===== src/pwr_pkg.sv =====
// Constants shared by the module-halt and speed-switch logic
package pwr_pkg;

    // =====================================================
    // Register byte addresses
    localparam logic [4:0] ADDR_HALT   = 5'h00;
    localparam logic [4:0] ADDR_STBY   = 5'h04;
    localparam logic [4:0] ADDR_LPWR   = 5'h08;
    localparam logic [4:0] ADDR_WDT    = 5'h0c;
    localparam logic [4:0] ADDR_STAT   = 5'h10;
    localparam logic [4:0] ADDR_HALTST = 5'h14;

    // =====================================================
    // Field positions
    localparam int STBY_SEL_BIT   = 7;
    localparam int SETTLE_LSB     = 4;
    localparam int DIV_LSB        = 0;
    localparam int LPWR_DIRECT_SWITCH_ENABLE_BIT  = 7;
    localparam int LPWR_LOW_SPEED_SELECT_BIT  = 6;
    localparam int WDT_PSS_BIT    = 4;
    localparam int STAT_RUN_BIT   = 0;
    localparam int STAT_LOW_BIT   = 1;
    localparam int STAT_SET_BIT   = 2;
    localparam int STAT_HOLD_BIT  = 3;

    // =====================================================
    // Reset values
    localparam logic [7:0]  STBY_RST = 8'h00;
    localparam logic [7:0]  LPWR_RST = 8'h00;
    localparam logic [7:0]  WDT_RST  = 8'h00;
    localparam logic [31:0] HALT_RST = 32'hffff_ffff;

    // =====================================================
    // Module masks and timing
    localparam logic [31:0] RETAIN_MASK_DEF  = 32'hffff_fff0;
    localparam logic [31:0] LOW_RUN_MASK_DEF = 32'h0000_00f0;
    localparam int unsigned SETTLE_BASE_DEF  = 8192;
    localparam int unsigned SETTLE_BASE_MIN  = 8;

    // =====================================================
    // Bus answers
    localparam logic [1:0] RESP_OKAY   = 2'b00;
    localparam logic [1:0] RESP_DECERR = 2'b11;

    // =====================================================
    // Speed state
    typedef enum logic [3:0] {
        ST_HIGH   = 4'b0001,
        ST_SETTLE = 4'b0010,
        ST_LOW    = 4'b0100,
        ST_STBY   = 4'b1000
    } speed_state_e;

endpackage : pwr_pkg


===== src/settle_if.sv =====
// Handshake between the speed sequencer and the settle timer
`timescale 1ns/1ps
interface settle_if;
    logic       start;
    logic [2:0] sel;
    logic       done;

    modport ctrl  (output start, output sel, input done);
    modport timer (input start, input sel, output done);
endinterface : settle_if


===== src/settle_timer.sv =====
// Oscillation settle counter with selectable terminal count
`timescale 1ns/1ps
module settle_timer #(
    parameter int unsigned BASE_CYCLES = pwr_pkg::SETTLE_BASE_DEF
) (
    // Clock and control
    input wire logic clk,
    input wire logic rst,
    input wire logic ce,
    // Sequencer side
    settle_if.timer  sif
);
    localparam int unsigned CW = $clog2(BASE_CYCLES) + 8;

    if (BASE_CYCLES < pwr_pkg::SETTLE_BASE_MIN) begin : g_chk
        $error("settle base count too small");
    end

    logic [CW-1:0] count_q;
    logic [CW-1:0] target_q;
    logic          run_q;
    logic          done_q;

    // =====================================================
    // Terminal count from select field
    wire [CW-1:0] target_w = CW'(CW'(BASE_CYCLES) << sif.sel) - CW'(1);
    wire          at_end   = run_q && (count_q == target_q);

    always_ff @(posedge clk) begin
        if (rst) begin
            count_q  <= '0;
            target_q <= '0;
            run_q    <= 1'b0;
            done_q   <= 1'b0;
        end else if (ce) begin
            done_q <= at_end;
            if (sif.start) begin
                run_q    <= 1'b1;
                count_q  <= '0;
                target_q <= target_w;
            end else if (at_end) begin
                run_q <= 1'b0;
            end else if (run_q) begin
                count_q <= count_q + CW'(1);
            end
        end
    end

    assign sif.done = done_q;

endmodule : settle_timer


===== src/module_stop_and_speed_switch.sv =====
// Per-module halt control and high/low speed direct switching
//
// Summary of operation
// - Halt bit set stops module at cycle end
// - Halt bit cleared resumes module at cycle end
// - Each module has its own halt bit
// - Serial, modulators, converter lose state when halted
// - All modules halted after reset
// - Halted module register access is blocked
// - Switch to low speed never suspends instruction execution; switch to high suspends it during settle
// - Direct switch needs enable; then exception starts
// - High speed plus all bits: go low speed
// - Low speed, low select clear: settle, high
// - Standby keeps port pins as they were
// - Low speed: only timers and watchdogs run
`timescale 1ns/1ps
module module_stop_and_speed_switch #(
    parameter int unsigned NUM_MODULES        = 16,
    parameter logic [31:0] RETAIN_MASK        = pwr_pkg::RETAIN_MASK_DEF,
    parameter logic [31:0] LOW_RUN_MASK       = pwr_pkg::LOW_RUN_MASK_DEF,
    parameter int unsigned SETTLE_BASE_CYCLES = pwr_pkg::SETTLE_BASE_DEF
) (
    // Clock, reset, enable
    input  wire logic                   CORE_CLK,
    input  wire logic                   RST,
    input  wire logic                   CE,
    // Avalon-MM slave
    input  wire logic [4:0]             AVS_ADDRESS,
    input  wire logic                   AVS_READ,
    input  wire logic                   AVS_WRITE,
    input  wire logic [31:0]            AVS_WRITEDATA,
    input  wire logic [3:0]             AVS_BYTEENABLE,
    output logic      [31:0]            AVS_READDATA,
    output logic                        AVS_WAITREQUEST,
    output logic      [1:0]             AVS_RESPONSE,
    // CPU core
    input  wire logic                   SLEEP_REQ,
    input  wire logic                   WAKE_REQ,
    output logic                        CPU_RUN,
    output logic                        DIRECT_EXC,
    output logic                        CPU_SUBCLK_SEL,
    output logic                        PORT_HOLD,
    // Peripheral modules
    input  wire logic                   BUS_CYCLE_END,
    input  wire logic [NUM_MODULES-1:0] PERIPH_WR_REQ,
    input  wire logic [NUM_MODULES-1:0] PERIPH_RD_REQ,
    output logic      [NUM_MODULES-1:0] PERIPH_HALT,
    output logic      [NUM_MODULES-1:0] PERIPH_CLEAR,
    output logic      [NUM_MODULES-1:0] PERIPH_WR_EN,
    output logic      [NUM_MODULES-1:0] PERIPH_RD_EN
);

    if (NUM_MODULES < 1 || NUM_MODULES > 32) begin : g_chk
        $error("NUM_MODULES must be 1 to 32");
    end

    localparam logic [31:0] LIVE = 32'hffff_ffff >> (32 - NUM_MODULES);

    // =====================================================
    // Registers and state
    logic [31:0]                halt_reg_q;
    logic [7:0]                 stby_q;
    logic [7:0]                 lpwr_q;
    logic [7:0]                 wdt_q;
    logic [31:0]                halt_q;
    logic [31:0]                clear_q;
    logic [31:0]                wr_en_q;
    logic [31:0]                rd_en_q;
    logic                       wait_q;
    logic [31:0]                rdata_q;
    logic [1:0]                 resp_q;
    pwr_pkg::speed_state_e      state_q;
    pwr_pkg::speed_state_e      state_d;
    logic                       cpu_run_q;
    logic                       exc_q;
    logic                       subclk_q;
    logic                       hold_q;

    settle_if sif ();

    // =====================================================
    // Bus decode
    wire sel_halt   = AVS_ADDRESS == pwr_pkg::ADDR_HALT;
    wire sel_stby   = AVS_ADDRESS == pwr_pkg::ADDR_STBY;
    wire sel_lpwr   = AVS_ADDRESS == pwr_pkg::ADDR_LPWR;
    wire sel_wdt    = AVS_ADDRESS == pwr_pkg::ADDR_WDT;
    wire sel_stat   = AVS_ADDRESS == pwr_pkg::ADDR_STAT;
    wire sel_haltst = AVS_ADDRESS == pwr_pkg::ADDR_HALTST;
    wire hit        = sel_halt | sel_stby | sel_lpwr | sel_wdt | sel_stat | sel_haltst;
    wire accept     = (AVS_READ || AVS_WRITE) && wait_q;
    wire commit_wr  = AVS_WRITE && !wait_q;
    wire wr_byte0   = commit_wr && AVS_BYTEENABLE[0];

    wire [31:0] stat_w = {28'h0, hold_q, state_q == pwr_pkg::ST_SETTLE, subclk_q, cpu_run_q};
    wire [31:0] rd_mux = sel_halt   ? halt_reg_q :
                         sel_stby   ? {24'h0, stby_q} :
                         sel_lpwr   ? {24'h0, lpwr_q} :
                         sel_wdt    ? {24'h0, wdt_q} :
                         sel_stat   ? stat_w :
                         sel_haltst ? halt_q : 32'h0;

    always_ff @(posedge CORE_CLK) begin
        if (RST) begin
            wait_q  <= 1'b1;
            rdata_q <= 32'h0;
            resp_q  <= pwr_pkg::RESP_OKAY;
        end else if (CE) begin
            wait_q <= !accept;
            if (accept) begin
                rdata_q <= AVS_READ ? rd_mux : 32'h0;
                resp_q  <= hit ? pwr_pkg::RESP_OKAY : pwr_pkg::RESP_DECERR;
            end
        end
    end

    // =====================================================
    // Control registers
    always_ff @(posedge CORE_CLK) begin
        if (RST) begin
            stby_q <= pwr_pkg::STBY_RST;
            lpwr_q <= pwr_pkg::LPWR_RST;
            wdt_q  <= pwr_pkg::WDT_RST;
        end else if (CE && wr_byte0) begin
            if (sel_stby) stby_q <= AVS_WRITEDATA[7:0];
            if (sel_lpwr) lpwr_q <= AVS_WRITEDATA[7:0];
            if (sel_wdt)  wdt_q  <= AVS_WRITEDATA[7:0];
        end
    end

    for (genvar b = 0; b < 4; b++) begin : g_halt_byte
        always_ff @(posedge CORE_CLK) begin
            if (RST) begin
                halt_reg_q[8*b +: 8] <= pwr_pkg::HALT_RST[8*b +: 8] & LIVE[8*b +: 8];
            end else if (CE && commit_wr && sel_halt && AVS_BYTEENABLE[b]) begin
                halt_reg_q[8*b +: 8] <= AVS_WRITEDATA[8*b +: 8] & LIVE[8*b +: 8];
            end
        end
    end

    // =====================================================
    // Speed sequencer
    wire standby_select = stby_q[pwr_pkg::STBY_SEL_BIT];
    wire low_speed_select = lpwr_q[pwr_pkg::LPWR_LOW_SPEED_SELECT_BIT];
    wire direct_switch_enable = lpwr_q[pwr_pkg::LPWR_DIRECT_SWITCH_ENABLE_BIT];
    wire watchdog_prescaler_select  = wdt_q[pwr_pkg::WDT_PSS_BIT];

    wire in_high  = state_q == pwr_pkg::ST_HIGH;
    wire in_low   = state_q == pwr_pkg::ST_LOW;
    wire go_low   = SLEEP_REQ && in_high && standby_select && low_speed_select && direct_switch_enable && watchdog_prescaler_select;
    wire go_high  = SLEEP_REQ && in_low && standby_select && !low_speed_select && direct_switch_enable && watchdog_prescaler_select;
    wire go_stby  = SLEEP_REQ && (in_high || in_low) && standby_select && !direct_switch_enable;
    wire settled  = state_q == pwr_pkg::ST_SETTLE && sif.done;

    assign sif.start = CE && go_high;
    assign sif.sel   = stby_q[pwr_pkg::SETTLE_LSB +: 3];

    always_comb begin
        state_d = state_q;
        case (state_q)
            pwr_pkg::ST_HIGH: begin
                if (go_low) state_d = pwr_pkg::ST_LOW;
                else if (go_stby) state_d = pwr_pkg::ST_STBY;
            end
            pwr_pkg::ST_LOW: begin
                if (go_high) state_d = pwr_pkg::ST_SETTLE;
                else if (go_stby) state_d = pwr_pkg::ST_STBY;
            end
            pwr_pkg::ST_SETTLE: begin
                if (sif.done) state_d = pwr_pkg::ST_HIGH;
            end
            pwr_pkg::ST_STBY: begin
                if (WAKE_REQ) state_d = low_speed_select ? pwr_pkg::ST_LOW : pwr_pkg::ST_HIGH;
            end
            default: state_d = pwr_pkg::ST_HIGH;
        endcase
    end

    wire low_d  = state_d == pwr_pkg::ST_LOW || state_d == pwr_pkg::ST_SETTLE;
    wire run_d  = state_d == pwr_pkg::ST_HIGH || state_d == pwr_pkg::ST_LOW;
    wire exc_d  = go_low || settled;
    wire hold_d = state_d == pwr_pkg::ST_STBY;

    always_ff @(posedge CORE_CLK) begin
        if (RST) begin
            state_q   <= pwr_pkg::ST_HIGH;
            cpu_run_q <= 1'b1;
            exc_q     <= 1'b0;
            subclk_q  <= 1'b0;
            hold_q    <= 1'b0;
        end else if (CE) begin
            state_q   <= state_d;
            cpu_run_q <= run_d;
            exc_q     <= exc_d;
            subclk_q  <= low_d;
            hold_q    <= hold_d;
        end
    end

    settle_timer #(
        .BASE_CYCLES (SETTLE_BASE_CYCLES)
    ) u_settle (
        .clk (CORE_CLK),
        .rst (RST),
        .ce  (CE),
        .sif (sif)
    );

    // =====================================================
    // Module halt and access gating
    wire        low_now  = state_q == pwr_pkg::ST_LOW || state_q == pwr_pkg::ST_SETTLE;
    wire [31:0] low_halt = low_now ? ~LOW_RUN_MASK : 32'h0;
    wire [31:0] stb_halt = (state_q == pwr_pkg::ST_STBY) ? 32'hffff_ffff : 32'h0;
    wire [31:0] eff_halt = (halt_reg_q | low_halt | stb_halt) & LIVE;
    wire [31:0] wr_req_w = 32'(PERIPH_WR_REQ);
    wire [31:0] rd_req_w = 32'(PERIPH_RD_REQ);

    for (genvar i = 0; i < 32; i++) begin : g_mod
        always_ff @(posedge CORE_CLK) begin
            if (RST) begin
                halt_q[i]  <= LIVE[i];
                clear_q[i] <= LIVE[i] & ~RETAIN_MASK[i];
                wr_en_q[i] <= 1'b0;
                rd_en_q[i] <= 1'b0;
            end else if (CE) begin
                if (BUS_CYCLE_END) begin
                    halt_q[i]  <= eff_halt[i];
                    clear_q[i] <= eff_halt[i] & ~RETAIN_MASK[i];
                end
                wr_en_q[i] <= wr_req_w[i] && !halt_q[i];
                rd_en_q[i] <= rd_req_w[i] && !halt_q[i];
            end
        end
    end

    // =====================================================
    // Outputs
    assign AVS_READDATA    = rdata_q;
    assign AVS_WAITREQUEST = wait_q;
    assign AVS_RESPONSE    = resp_q;
    assign CPU_RUN         = cpu_run_q;
    assign DIRECT_EXC      = exc_q;
    assign CPU_SUBCLK_SEL  = subclk_q;
    assign PORT_HOLD       = hold_q;
    assign PERIPH_HALT     = halt_q[NUM_MODULES-1:0];
    assign PERIPH_CLEAR    = clear_q[NUM_MODULES-1:0];
    assign PERIPH_WR_EN    = wr_en_q[NUM_MODULES-1:0];
    assign PERIPH_RD_EN    = rd_en_q[NUM_MODULES-1:0];
endmodule : module_stop_and_speed_switch


===== config.mk =====
export PLATFORM = sky130hd
export DESIGN_NAME = module_stop_and_speed_switch
export DESIGN_NICKNAME = d
export VERILOG_FILES = /design/src/pwr_pkg.sv /design/src/settle_if.sv /design/src/settle_timer.sv /design/src/module_stop_and_speed_switch.sv
export SDC_FILE = /design/constraint.sdc
export NUM_CORES = 1
export LEC_CHECK = 0
export BUFFER_PORTS_ARGS = -buffer_cell sky130_fd_sc_hd__buf_4
export CORE_MARGIN = 8
export CORE_UTILIZATION = 26
export CTS_CLUSTER_DIAMETER = 200
export DETAILED_ROUTE_END_ITERATION = 10
export HOLD_SLACK_MARGIN = 0.1
export PLACE_DENSITY = 0.56
export RECOVER_POWER = 25
export SYNTH_ARGS = -nofsm -noshare
export SYNTH_HDL_FRONTEND = slang
export SYNTH_SLANG_ARGS = --single-unit

===== constraint.sdc =====
create_clock -name CORE_CLK -period 3.2 [get_ports CORE_CLK]
set_input_delay 0.16 -clock CORE_CLK [delete_from_list [all_inputs] [get_ports CORE_CLK]]
set_output_delay 0.16 -clock CORE_CLK [all_outputs]
set_load 0.1 [all_outputs]

======== After elaboration in Yosys (flattened, before gate mapping) ========
Cells that the tools add are included.
cells by class
  eq/ne operators ......................... 15
  muxes and demuxes ....................... 22
  reductions and logical operators ........ 93
  shift-type cells ........................ 1
  add/subtract/negate cells ............... 2
  bitwise gates (word level) .............. 7
operators with widths
  cell                     number
  $mux W16                 9
  $mux W21                 3
  $logic_and A1 B1 Y1      56
  $or A16 B16 Y16          2
  $add A21 B1 Y21 const B  1
  $eq A21 B21 Y1           1
  $shl A14 B3 Y21 const A  1
  $sub A21 B1 Y21 const B  1
  $logic_not A1 Y1         20
  $mux W4                  5
  $pmux W4 S4              1
  $reduce_and A2 Y1        7
  $eq A5 B4 Y1 const B     2
  $eq A5 B5 Y1 const B     2
  $eq A4 B1 Y1 const B     2
  $eq A4 B2 Y1 const B     2
  $eq A4 B3 Y1 const B     2
  $eq A4 B4 Y1 const B     2
  $logic_or A1 B1 Y1       6
  $eq A5 B3 Y1 const B     1
  $logic_not A5 Y1         1
  $or A1 B1 Y1             5
  $reduce_bool A2 Y1       2
  $mux W3                  1
  other kinds (4)          5
word-level totals
  word-level logic and storage cells ...... 205
  flip-flop bits (word level) ............. 175

======== Depth between registers and ports, before layout ========
Gate-level depths: netlist of run 1.
  depth after elaboration ................. 10
  depth in mapped cells ................... 9
  depth with buffers taken out ............ 7

======== By module ========
From an unflattened synthesis of run 1, not the netlist that was laid out.
unflattened totals
  cells, all modules ...................... 810
  area total of the unflattened synthesis .. 7095.6 um^2
by module, submodules not included
  module                        cells each  area each (um^2)  times used  seq. area each (um^2)
  module_stop_and_speed_switch  600         5306.3            1           2282.2
  settle_timer                  210         1789.2            1           640.6

======== Least setup slack after synthesis of run 1 ========
OpenSTA, ideal clock, no wires.
  kind .................................... reg-to-reg
  start ................................... register state_q[1]
  end ..................................... register u_settle.count_q[18]
  cell stages (with the launch flop) ...... 8
  arrival time ............................ 2157 ps
  clock period less this slack ............ 2227 ps
  setup slack ............................. 973 ps
  setup time .............................. 70 ps
  buffers on the path ..................... 2
  cell sequence ........................... dfxtp_1 -> buf_2 -> or3b_4 -> or4_1 -> clkbuf_2 -> a31o_1 -> or4_1 -> a21oi_1
between the ends
  longest elaborated chain between the ends .. 9
  elaborated cells on any way between the ends .. 11
  classes of those cells .................. eq/ne: 2; mux: 1; reduce/logical: 8
ends and longest elaborated chain
  item                                                                 line                                 RTL
  from (decl)                                                          module_stop_and_speed_switch.sv:72   pwr_pkg::speed_state_e state_q;
  from (signal assigned)                                               module_stop_and_speed_switch.sv:185  state_q <= pwr_pkg::ST_HIGH;
  from (signal assigned)                                               module_stop_and_speed_switch.sv:191  state_q <= state_d;
  $eq A4 B3 Y1 *                                                       module_stop_and_speed_switch.sv:148  wire in_low = state_q == pwr_pkg::ST_LOW;
  $logic_and A1 B1 Y1 * (5 in a row)                                   module_stop_and_speed_switch.sv:150  wire go_high = SLEEP_REQ && in_low && standby_select && !low_speed_select && direct_switch_enable && watchdog_ ...
  $logic_and A1 B1 Y1 *                                                module_stop_and_speed_switch.sv:154  assign sif.start = CE && go_high;
  $ne A2 B2 Y1 (no source line) or $reduce_bool A2 Y1 (tied branches)  n/a
  $reduce_and A3 Y1 (no source line)                                   n/a
  to (signal assigned)                                                 settle_timer.sv:44                   count_q <= count_q + CW'(1);
  to (decl)                                                            settle_timer.sv:19                   logic [CW-1:0] count_q;
Every way passes the cells marked *; elsewhere a longest branch is shown, timed or not.
A chain may end at the register's enable or synchronous reset.

======== Final worst setup path of run 1 ========
  start ................................... register state_q[2]
  end ..................................... register u_settle.count_q[18]
Same word-level chain as after synthesis.

==> qor.csv, run 1 <==
stage;metric;value;unit
setup_path;cp.required;3.56;ns
setup_path;cpMaxStageDelayCell;or4_1;
floorplanning;num_rows;58;
status;violations;max-capacitance violations, max-slew violations;
power;peakVddDrop;0.344;mV
setup_path;cp.buffers_inverters;0;
grt;grt_pass1_wl;33.0;mm
status;status;finished, violations left;
hold_path;min_from;AVS_ADDRESS[1];
sta;final_hold_viol_count;0;
setup_path;r2r_setup_slack;0.56;ns
setup_path;r2r-end;u_settle.count_q[18]$_SDFFE_PP0P_;
sta;timing.hold.ws;0.140;ns
floorplanning;fp.dieW;176;um
job;cap_violations;1;
sta;period_share;0.826;
place;place_area;7900;um2
synthesis;synth_ff_type;dfxtp_1;
place;portBuffers;137;
setup_path;crit_type;flip-flop to flip-flop;
setup_path;critPathMaxStageDelay;0.58;ns
finish;diodes;0;
setup_path;r2r_start;state_q[2]$_SDFFE_PP0P_;
synthesis;synth_area_leaders;dfxtp_1, a21oi_1, nor2_1;
setup_path;path_delay_family;simple AND/OR/NAND/NOR gates;
sta;max_clock_freq;0.378;GHz
finish;fin_area;8890;um2
synthesis;netlist_instances;799;
clock_network;cts_tree;built;
clock_network;cts_buffer_depth;2;
grt;grt_start_max_net_pins;55;
finish;area_growth;33.5;%
clock_network;path_clk_slew;0.06;ns
floorplanning;die_h;176;um
detailed_routing;first_pass_iters;5;
floorplanning;die_area;31000;um2
sta;slew-limit-headroom;-0.474;
sta;finalClockSkew;0.0139;ns
sta;setup_viol;0;
place;place_inst;1228;
hold_path;hold_path_end;AVS_RESPONSE[0]$_SDFFE_PP0P_;
detailed_routing;wl_per_cell;16.1;um
detailed_routing;num_vias;6186;
hold_path;min_path_type;primary input to flip-flop;
clock_network;postCtsSetupRepairBufs;0;
synthesis;yosysUniqueCellTypes;56;
grt;antenna_found_initial;0;
floorplanning;initial_utilization;0.265;
finish;fin_util;0.353;
power;p_leak;0.00342;uW
floorplanning;io-pin-count;184;
finish;num-nets-final;1047;
clock_network;htreeDepth;4;
finish;drive_above_1_share;0.171;
setup_path;cp_data_arrival_time;3.00;ns
detailed_routing;drc_errors;0;
clock_network;cts_made_buffers;17;
sta;rsz0062_at_grt;no;
synthesis;yosys.area.top_type;dfxtp_1;
setup_path;crit_chain;or3b_4 > or4_1 > a31o_1 > or4_1 > a21oi_1;
clock_network;worstSkewPairLatency;0.43;ns
grt;overflow;0;
setup_path;crit_path_end_kind;flip-flop;
detailed_routing;routed_wirelength;21.1;mm
clock_network;cts.sinks;146;
detailed_routing;drtIter0Drc;498;
sta;period_minus_slack;2.64;ns
place;place.gp.congestion;0.812;
hold_path;hold_depth;5;
sta;finalMaxSlewViolations;55;
synthesis;ys_async_sr_fraction;0;
synthesis;synth_top_area_frac;0.439;
synthesis;syn_avg_cell_area;8.34;um2
synthesis;seq_area_frac_synth;0.439;
finish;layout.cells.non_filler;1308;
synthesis;yosysWarnings;0;
floorplanning;coreArea;25200;um2
detailed_routing;viasPerCell;4.73;
clock_network;post_cts_resize_count;0;
sta;worst_pin_slew;2.21;ns
grt;grt.total_usage;0.133;
setup_path;reg2reg_depth;5;
setup_path;cp-start-kind;flip-flop;
setup_path;crit_fanout;10;
synthesis;synth_most_common_cell;dfxtp_1;
detailed_routing;drtAntennaViolNets;0;
clock_network;ctsRootBufferMaster;clkbuf_16;
grt;grt_pass1_vias;5912;
power;p_per_area;493;nW/um2
sta;fin_setup_tns;0;ns
synthesis;synth_area;6660;um2
synthesis;ys_seq_elements;146;
setup_path;crit_top_cell;or4_1;
place;hpwlAfterDp;14.9;mm
synthesis;netlist_top_cells_count;dfxtp_1, nor2_1, a21oi_1, nor2b_1, nand2_1;
synthesis;synth_edf_count;0;
## through the flow
step	power, uW	setup slack, ns
after floorplan	2210	0.973
after global placement	2300	0.622
after detailed placement	2300	0.620
after CTS	4440	0.596
after global routing	4530	0.399
final	4390	0.557
## worst reg2reg max path, cell delays in order, from the launching register on
cell,delay [ns]
dfxtp_1,0.50
or3b_4,0.45
or4_1,0.58
a31o_1,0.36
or4_1,0.53
a21oi_1,0.16
## area by class of cell
cell class	count	area, um2
inverter	14	52.6
clock inverter	12	155
multi-input combinational	583	3350
fill	2623	16300
clock buffer	20	457
sequential	146	2920
tap	330	413
timing repair buffer	203	1550
## kinds of logic after synthesis
logic type | count (synthesis) | share of synthesized area
buf+inv | 97 | 0.0753
mux | 26 | 0.0393
flops | 146 | 0.439
xor+xnor | 11 | 0.0145
fa+ha+maj | 1 | 0.00188
compound gates | 187 | 0.175
simple gates | 330 | 0.255
other cells | 1 | 0.000563
## timing repair
action                                  in CTS  in global routing
endpoints found under the hold margin       72                  0
hold buffers                                48                  0
endpoints found under the setup margin       0                  0
## layer usage
metal  global-route usage  up-vias  part of all wire
met4               0.0431        0             0.013
met3               0.0325       18             0.063
met1                0.175     2901              0.47
met5                    0        -                 0
met2                0.209      186              0.45
li1                     -     3081                 -
## layout by cell type (no fill, tap or decap), types with 18 or more instances in the layout
master	n
nand3_1	25
dlygate4sd3_1	48
nand2_1	48
clkbuf_1	26
conb_1	28
nand2b_1	18
a21oi_1	84
mux2i_1	25
buf_4	128
nor2_1	107
dfxtp_1	146
nor2b_1	54
o21ai_0	21
## how the worst max path moves through the flow
| stage | cells past startpoint | start | slack, ns | end |
|---|---|---|---|---|
| 3_3_place_gp | 5 | state_q[2]$_SDFFE_PP0P_ | 0.62 | u_settle.count_q[18]$_SDFFE_PP0P_ |
| 3_5_place_dp | 6 | state_q[2]$_SDFFE_PP0P_ | 0.62 | u_settle.count_q[2]$_SDFFE_PP0P_ |
| 2_1_floorplan | 7 | state_q[1]$_SDFFE_PP0P_ | 0.97 | u_settle.count_q[18]$_SDFFE_PP0P_ |
| 5_1_grt | 3 | RST | 0.40 | AVS_READDATA[11]$_SDFFE_PP0P_ |
| 6_report | 5 | state_q[2]$_SDFFE_PP0P_ | 0.56 | u_settle.count_q[18]$_SDFFE_PP0P_ |
| 4_1_cts | 5 | state_q[2]$_SDFFE_PP0P_ | 0.60 | u_settle.count_q[18]$_SDFFE_PP0P_ |
## power breakdown
group          switching [uW]  internal [uW]
clock                     805           1270
sequential               15.3           1830
combinational             331            138
## state kept, by name, indices dropped and copies added, names as in the netlist, 4 cells and up
name               count
u_settle.count_q      21
PERIPH_WR_EN          16
PERIPH_HALT           12
stby_q                 8
state_q                4
PERIPH_CLEAR           4
wdt_q                  8
halt_reg_q            16
u_settle.target_q      9
AVS_READDATA          16
PERIPH_RD_EN          16
lpwr_q                 8
(Power assumes the default switching activity.)
==> run 2, diff against run 1 <==
--- a/config.mk
+++ b/config.mk
@@ -11,7 +11,7 @@
 export CTS_CLUSTER_DIAMETER = 200
 export DETAILED_ROUTE_END_ITERATION = 10
 export HOLD_SLACK_MARGIN = 0.1
-export PLACE_DENSITY = 0.56
+export PLACE_DENSITY = 0.58
 export RECOVER_POWER = 25
 export SYNTH_ARGS = -nofsm -noshare
 export SYNTH_HDL_FRONTEND = slang
==> constraint.sdc (replaced) <==
create_clock -name CORE_CLK -period 2.25 [get_ports CORE_CLK]
set_input_delay 0.1125 -clock CORE_CLK [delete_from_list [all_inputs] [get_ports CORE_CLK]]
set_output_delay 0.1125 -clock CORE_CLK [all_outputs]
set_load 0.1 [all_outputs]
==> run 2 against run 1 <==
The flow now finishes without violations. Cell count increased by 2.3%. Combinational power increased by 48%. Clock power increased by 42%. Register-to-register slack got worse by 0.46 ns. Count of clock-buffer cells in the layout increased by 2. Non-clock buffer count increased by 31. Core utilization increased by 1.1 points. Die area unchanged. Flip-flop and latch count unchanged. Design area increased by 3.2%. Clock skew decreased by 0.0044 ns. Critical endpoint is now u_settle.count_q[12]$_SDFFE_PP0P_. Largest cell class unchanged. Largest power group unchanged.
==> qor.csv, run 2 (synthesized netlist as in run 1, its figures left out) <==
stage;metric;value;unit;change
setup_path;cp_data_arrival_time;2.51;ns;-0.49 ns
finish;area_growth;37.8;%;
sta;slew-limit-headroom;0.151;;+0.625
grt;grt_pass1_wl;32.8;mm;-0.77%
place;portBuffers;137;;unchanged
setup_path;cp.required;2.61;ns;-0.95 ns
detailed_routing;first_pass_iters;6;;+1
grt;grt.total_usage;0.132;;-0.000533
grt;overflow;0;;unchanged
sta;finalMaxSlewViolations;0;;-100%
finish;top_register;u_settle.count_q;;
finish;diodes;0;;unchanged
finish;num-nets-final;1078;;+3.0%
setup_path;critPathLaunch;state_q[0]$_SDFFE_PP1P_;;
clock_network;cts_buffer_depth;2;;unchanged
floorplanning;initial_utilization;0.265;;unchanged
clock_network;cts_tree;built;;
sta;setup_viol;0;;unchanged
sta;max_clock_freq;0.465;GHz;+23%
clock_network;postCtsSetupRepairBufs;0;;unchanged
finish;fin_area;9180;um2;+3.2%
clock_network;ctsRootBufferMaster;clkbuf_16;;
setup_path;crit_path_end_kind;flip-flop;;
finish;largest_reg_flops;21;;unchanged
detailed_routing;num_vias;6268;;+1.3%
clock_network;cts.sinks;146;;unchanged
setup_path;reg2reg_depth;6;;+1
floorplanning;fp.dieW;176;um;unchanged
power;peakVddDrop;0.508;mV;+47%
setup_path;crit_fanout;10;;unchanged
status;status;completed;;
place;place.gp.congestion;0.830;;+2.2%
sta;period_share;0.955;;+0.129
power;p_leak;0.00358;uW;+4.7%
detailed_routing;wl_per_cell;15.7;um;-2.6%
detailed_routing;viasPerCell;4.68;;-0.95%
sta;final_hold_viol_count;0;;unchanged
finish;layout.cells.non_filler;1338;;+2.3%
setup_path;r2r_start;state_q[0]$_SDFFE_PP1P_;;
place;place_inst;1255;;+2.2%
setup_path;crit_chain;or3b_4 > or4_4 > a31o_4 > buf_4 > or3_1 > a21oi_1;;
setup_path;crit_type;flip-flop to flip-flop;;
sta;finalClockSkew;0.00945;ns;-0.00445 ns
finish;drive_above_1_share;0.196;;+0.0257
floorplanning;coreArea;25200;um2;unchanged
floorplanning;num_rows;58;;unchanged
setup_path;r2r-end;u_settle.count_q[12]$_SDFFE_PP0P_;;
detailed_routing;routed_wirelength;21.0;mm;-0.38%
job;cap_violations;0;;-1
grt;grt_pass1_vias;6018;;+1.8%
floorplanning;die_h;176;um;unchanged
power;p_per_area;681;nW/um2;+38%
clock_network;htreeDepth;4;;unchanged
setup_path;cpMaxStageDelayCell;or4_4;;
finish;layout_common_cells;buf_4, dfxtp_1, nor2_1;;
detailed_routing;drtAntennaViolNets;0;;unchanged
detailed_routing;drtIter0Drc;464;;-6.8%
clock_network;cts_made_buffers;17;;unchanged
sta;worst_pin_slew;1.28;ns;-0.932 ns
place;place_area;8120;um2;+2.7%
setup_path;cp-start-kind;flip-flop;;
setup_path;critPathMaxStageDelay;0.45;ns;-0.13 ns
hold_path;min_path_type;primary input to flip-flop;;
detailed_routing;drc_errors;0;;unchanged
power;p_total;6250;uW;+43%
hold_path;hold_depth;2;;-3
grt;antenna_found_initial;0;;unchanged
setup_path;r2r_setup_slack;0.10;ns;-0.46 ns
hold_path;hold_path_end;u_settle.run_q$_SDFFE_PP0P_;;
finish;final_common_cell;buf_4;;
clock_network;path_clk_slew;0.06;ns;about the same
place;hpwlAfterDp;15.0;mm;+0.66%
floorplanning;die_area;31000;um2;unchanged
hold_path;min_from;RST;;
clock_network;worstSkewPairLatency;0.43;ns;about the same
floorplanning;io-pin-count;184;;unchanged
sta;period_minus_slack;2.15;ns;-0.494 ns
grt;grt_start_max_net_pins;97;;+76%
run 2: area by class of cell:
type                    instances  area [um2]
clock inverters                 9         129
multi-input cells             583        3370
well taps                     330         413
clock buffers                  22         484
fillers                      2605       16000
repair buffers                234        1800
inverters                      14        52.6
flip-flops and latches        146        2920
run 2: worst max-delay path by stage:
| stage | to | slack (ns) | cells after the start |
|---|---|---|---|
| floorplan | u_settle.count_q[18]$_SDFFE_PP0P_ | 0.02 | 7 |
| global placement | u_settle.count_q[7]$_SDFFE_PP0P_ | 0.09 | 6 |
| detailed placement | u_settle.count_q[7]$_SDFFE_PP0P_ | -0.02 | 6 |
| CTS | u_settle.count_q[12]$_SDFFE_PP0P_ | 0.03 | 6 |
| global route | u_settle.count_q[12]$_SDFFE_PP0P_ | -0.01 | 7 |
| finish | u_settle.count_q[12]$_SDFFE_PP0P_ | 0.10 | 6 |
run 2: through the flow:
step / TNS, ns / utilization / hold slack [ns] / worst slack (ns)
2_1_floorplan: 0 / - / 0.237 / 0.0233
3_3_place_gp: 0 / 0.322 / 0.339 / 0.0878
3_5_place_dp: -0.0310 / 0.322 / 0.346 / -0.0231
4_1_cts: 0 / 0.368 / 0.101 / 0.0267
5_1_grt: -0.0272 / 0.365 / 0.132 / -0.0146
6_report: 0 / 0.365 / 0.125 / 0.101
run 2: critical path: cells and delay by family (launching register included):
family | cells | cell delay (ns)
buf+inv | 1 | 0.16
simple gates | 3 | 1.20
compound gates | 2 | 0.40
flops | 1 | 0.31
run 2: what timing repair did:
item,in CTS,in global routing
hold endpoints to repair,73,0
setup endpoints to repair,2,7
hold buffers,52,0
pin swaps,0,0
gates resized for setup,1,3
run 2: routing by layer:
layer	GRT usage	up-vias	wire length, um
met1	0.164	2889	9520
met3	0.0333	33	1320
met2	0.211	196	9640
met5	0	-	0
met4	0.0629	0	557
li1	-	3150	-
run 2: report_power, final:
part | internal, uW | total [uW] | switching, uW | leakage [uW]
Clock | 1850 | 2940 | 1090 | 0.000298
Combinational | 212 | 695 | 482 | 0.00211
Sequential | 2600 | 2610 | 12.8 | 0.00118
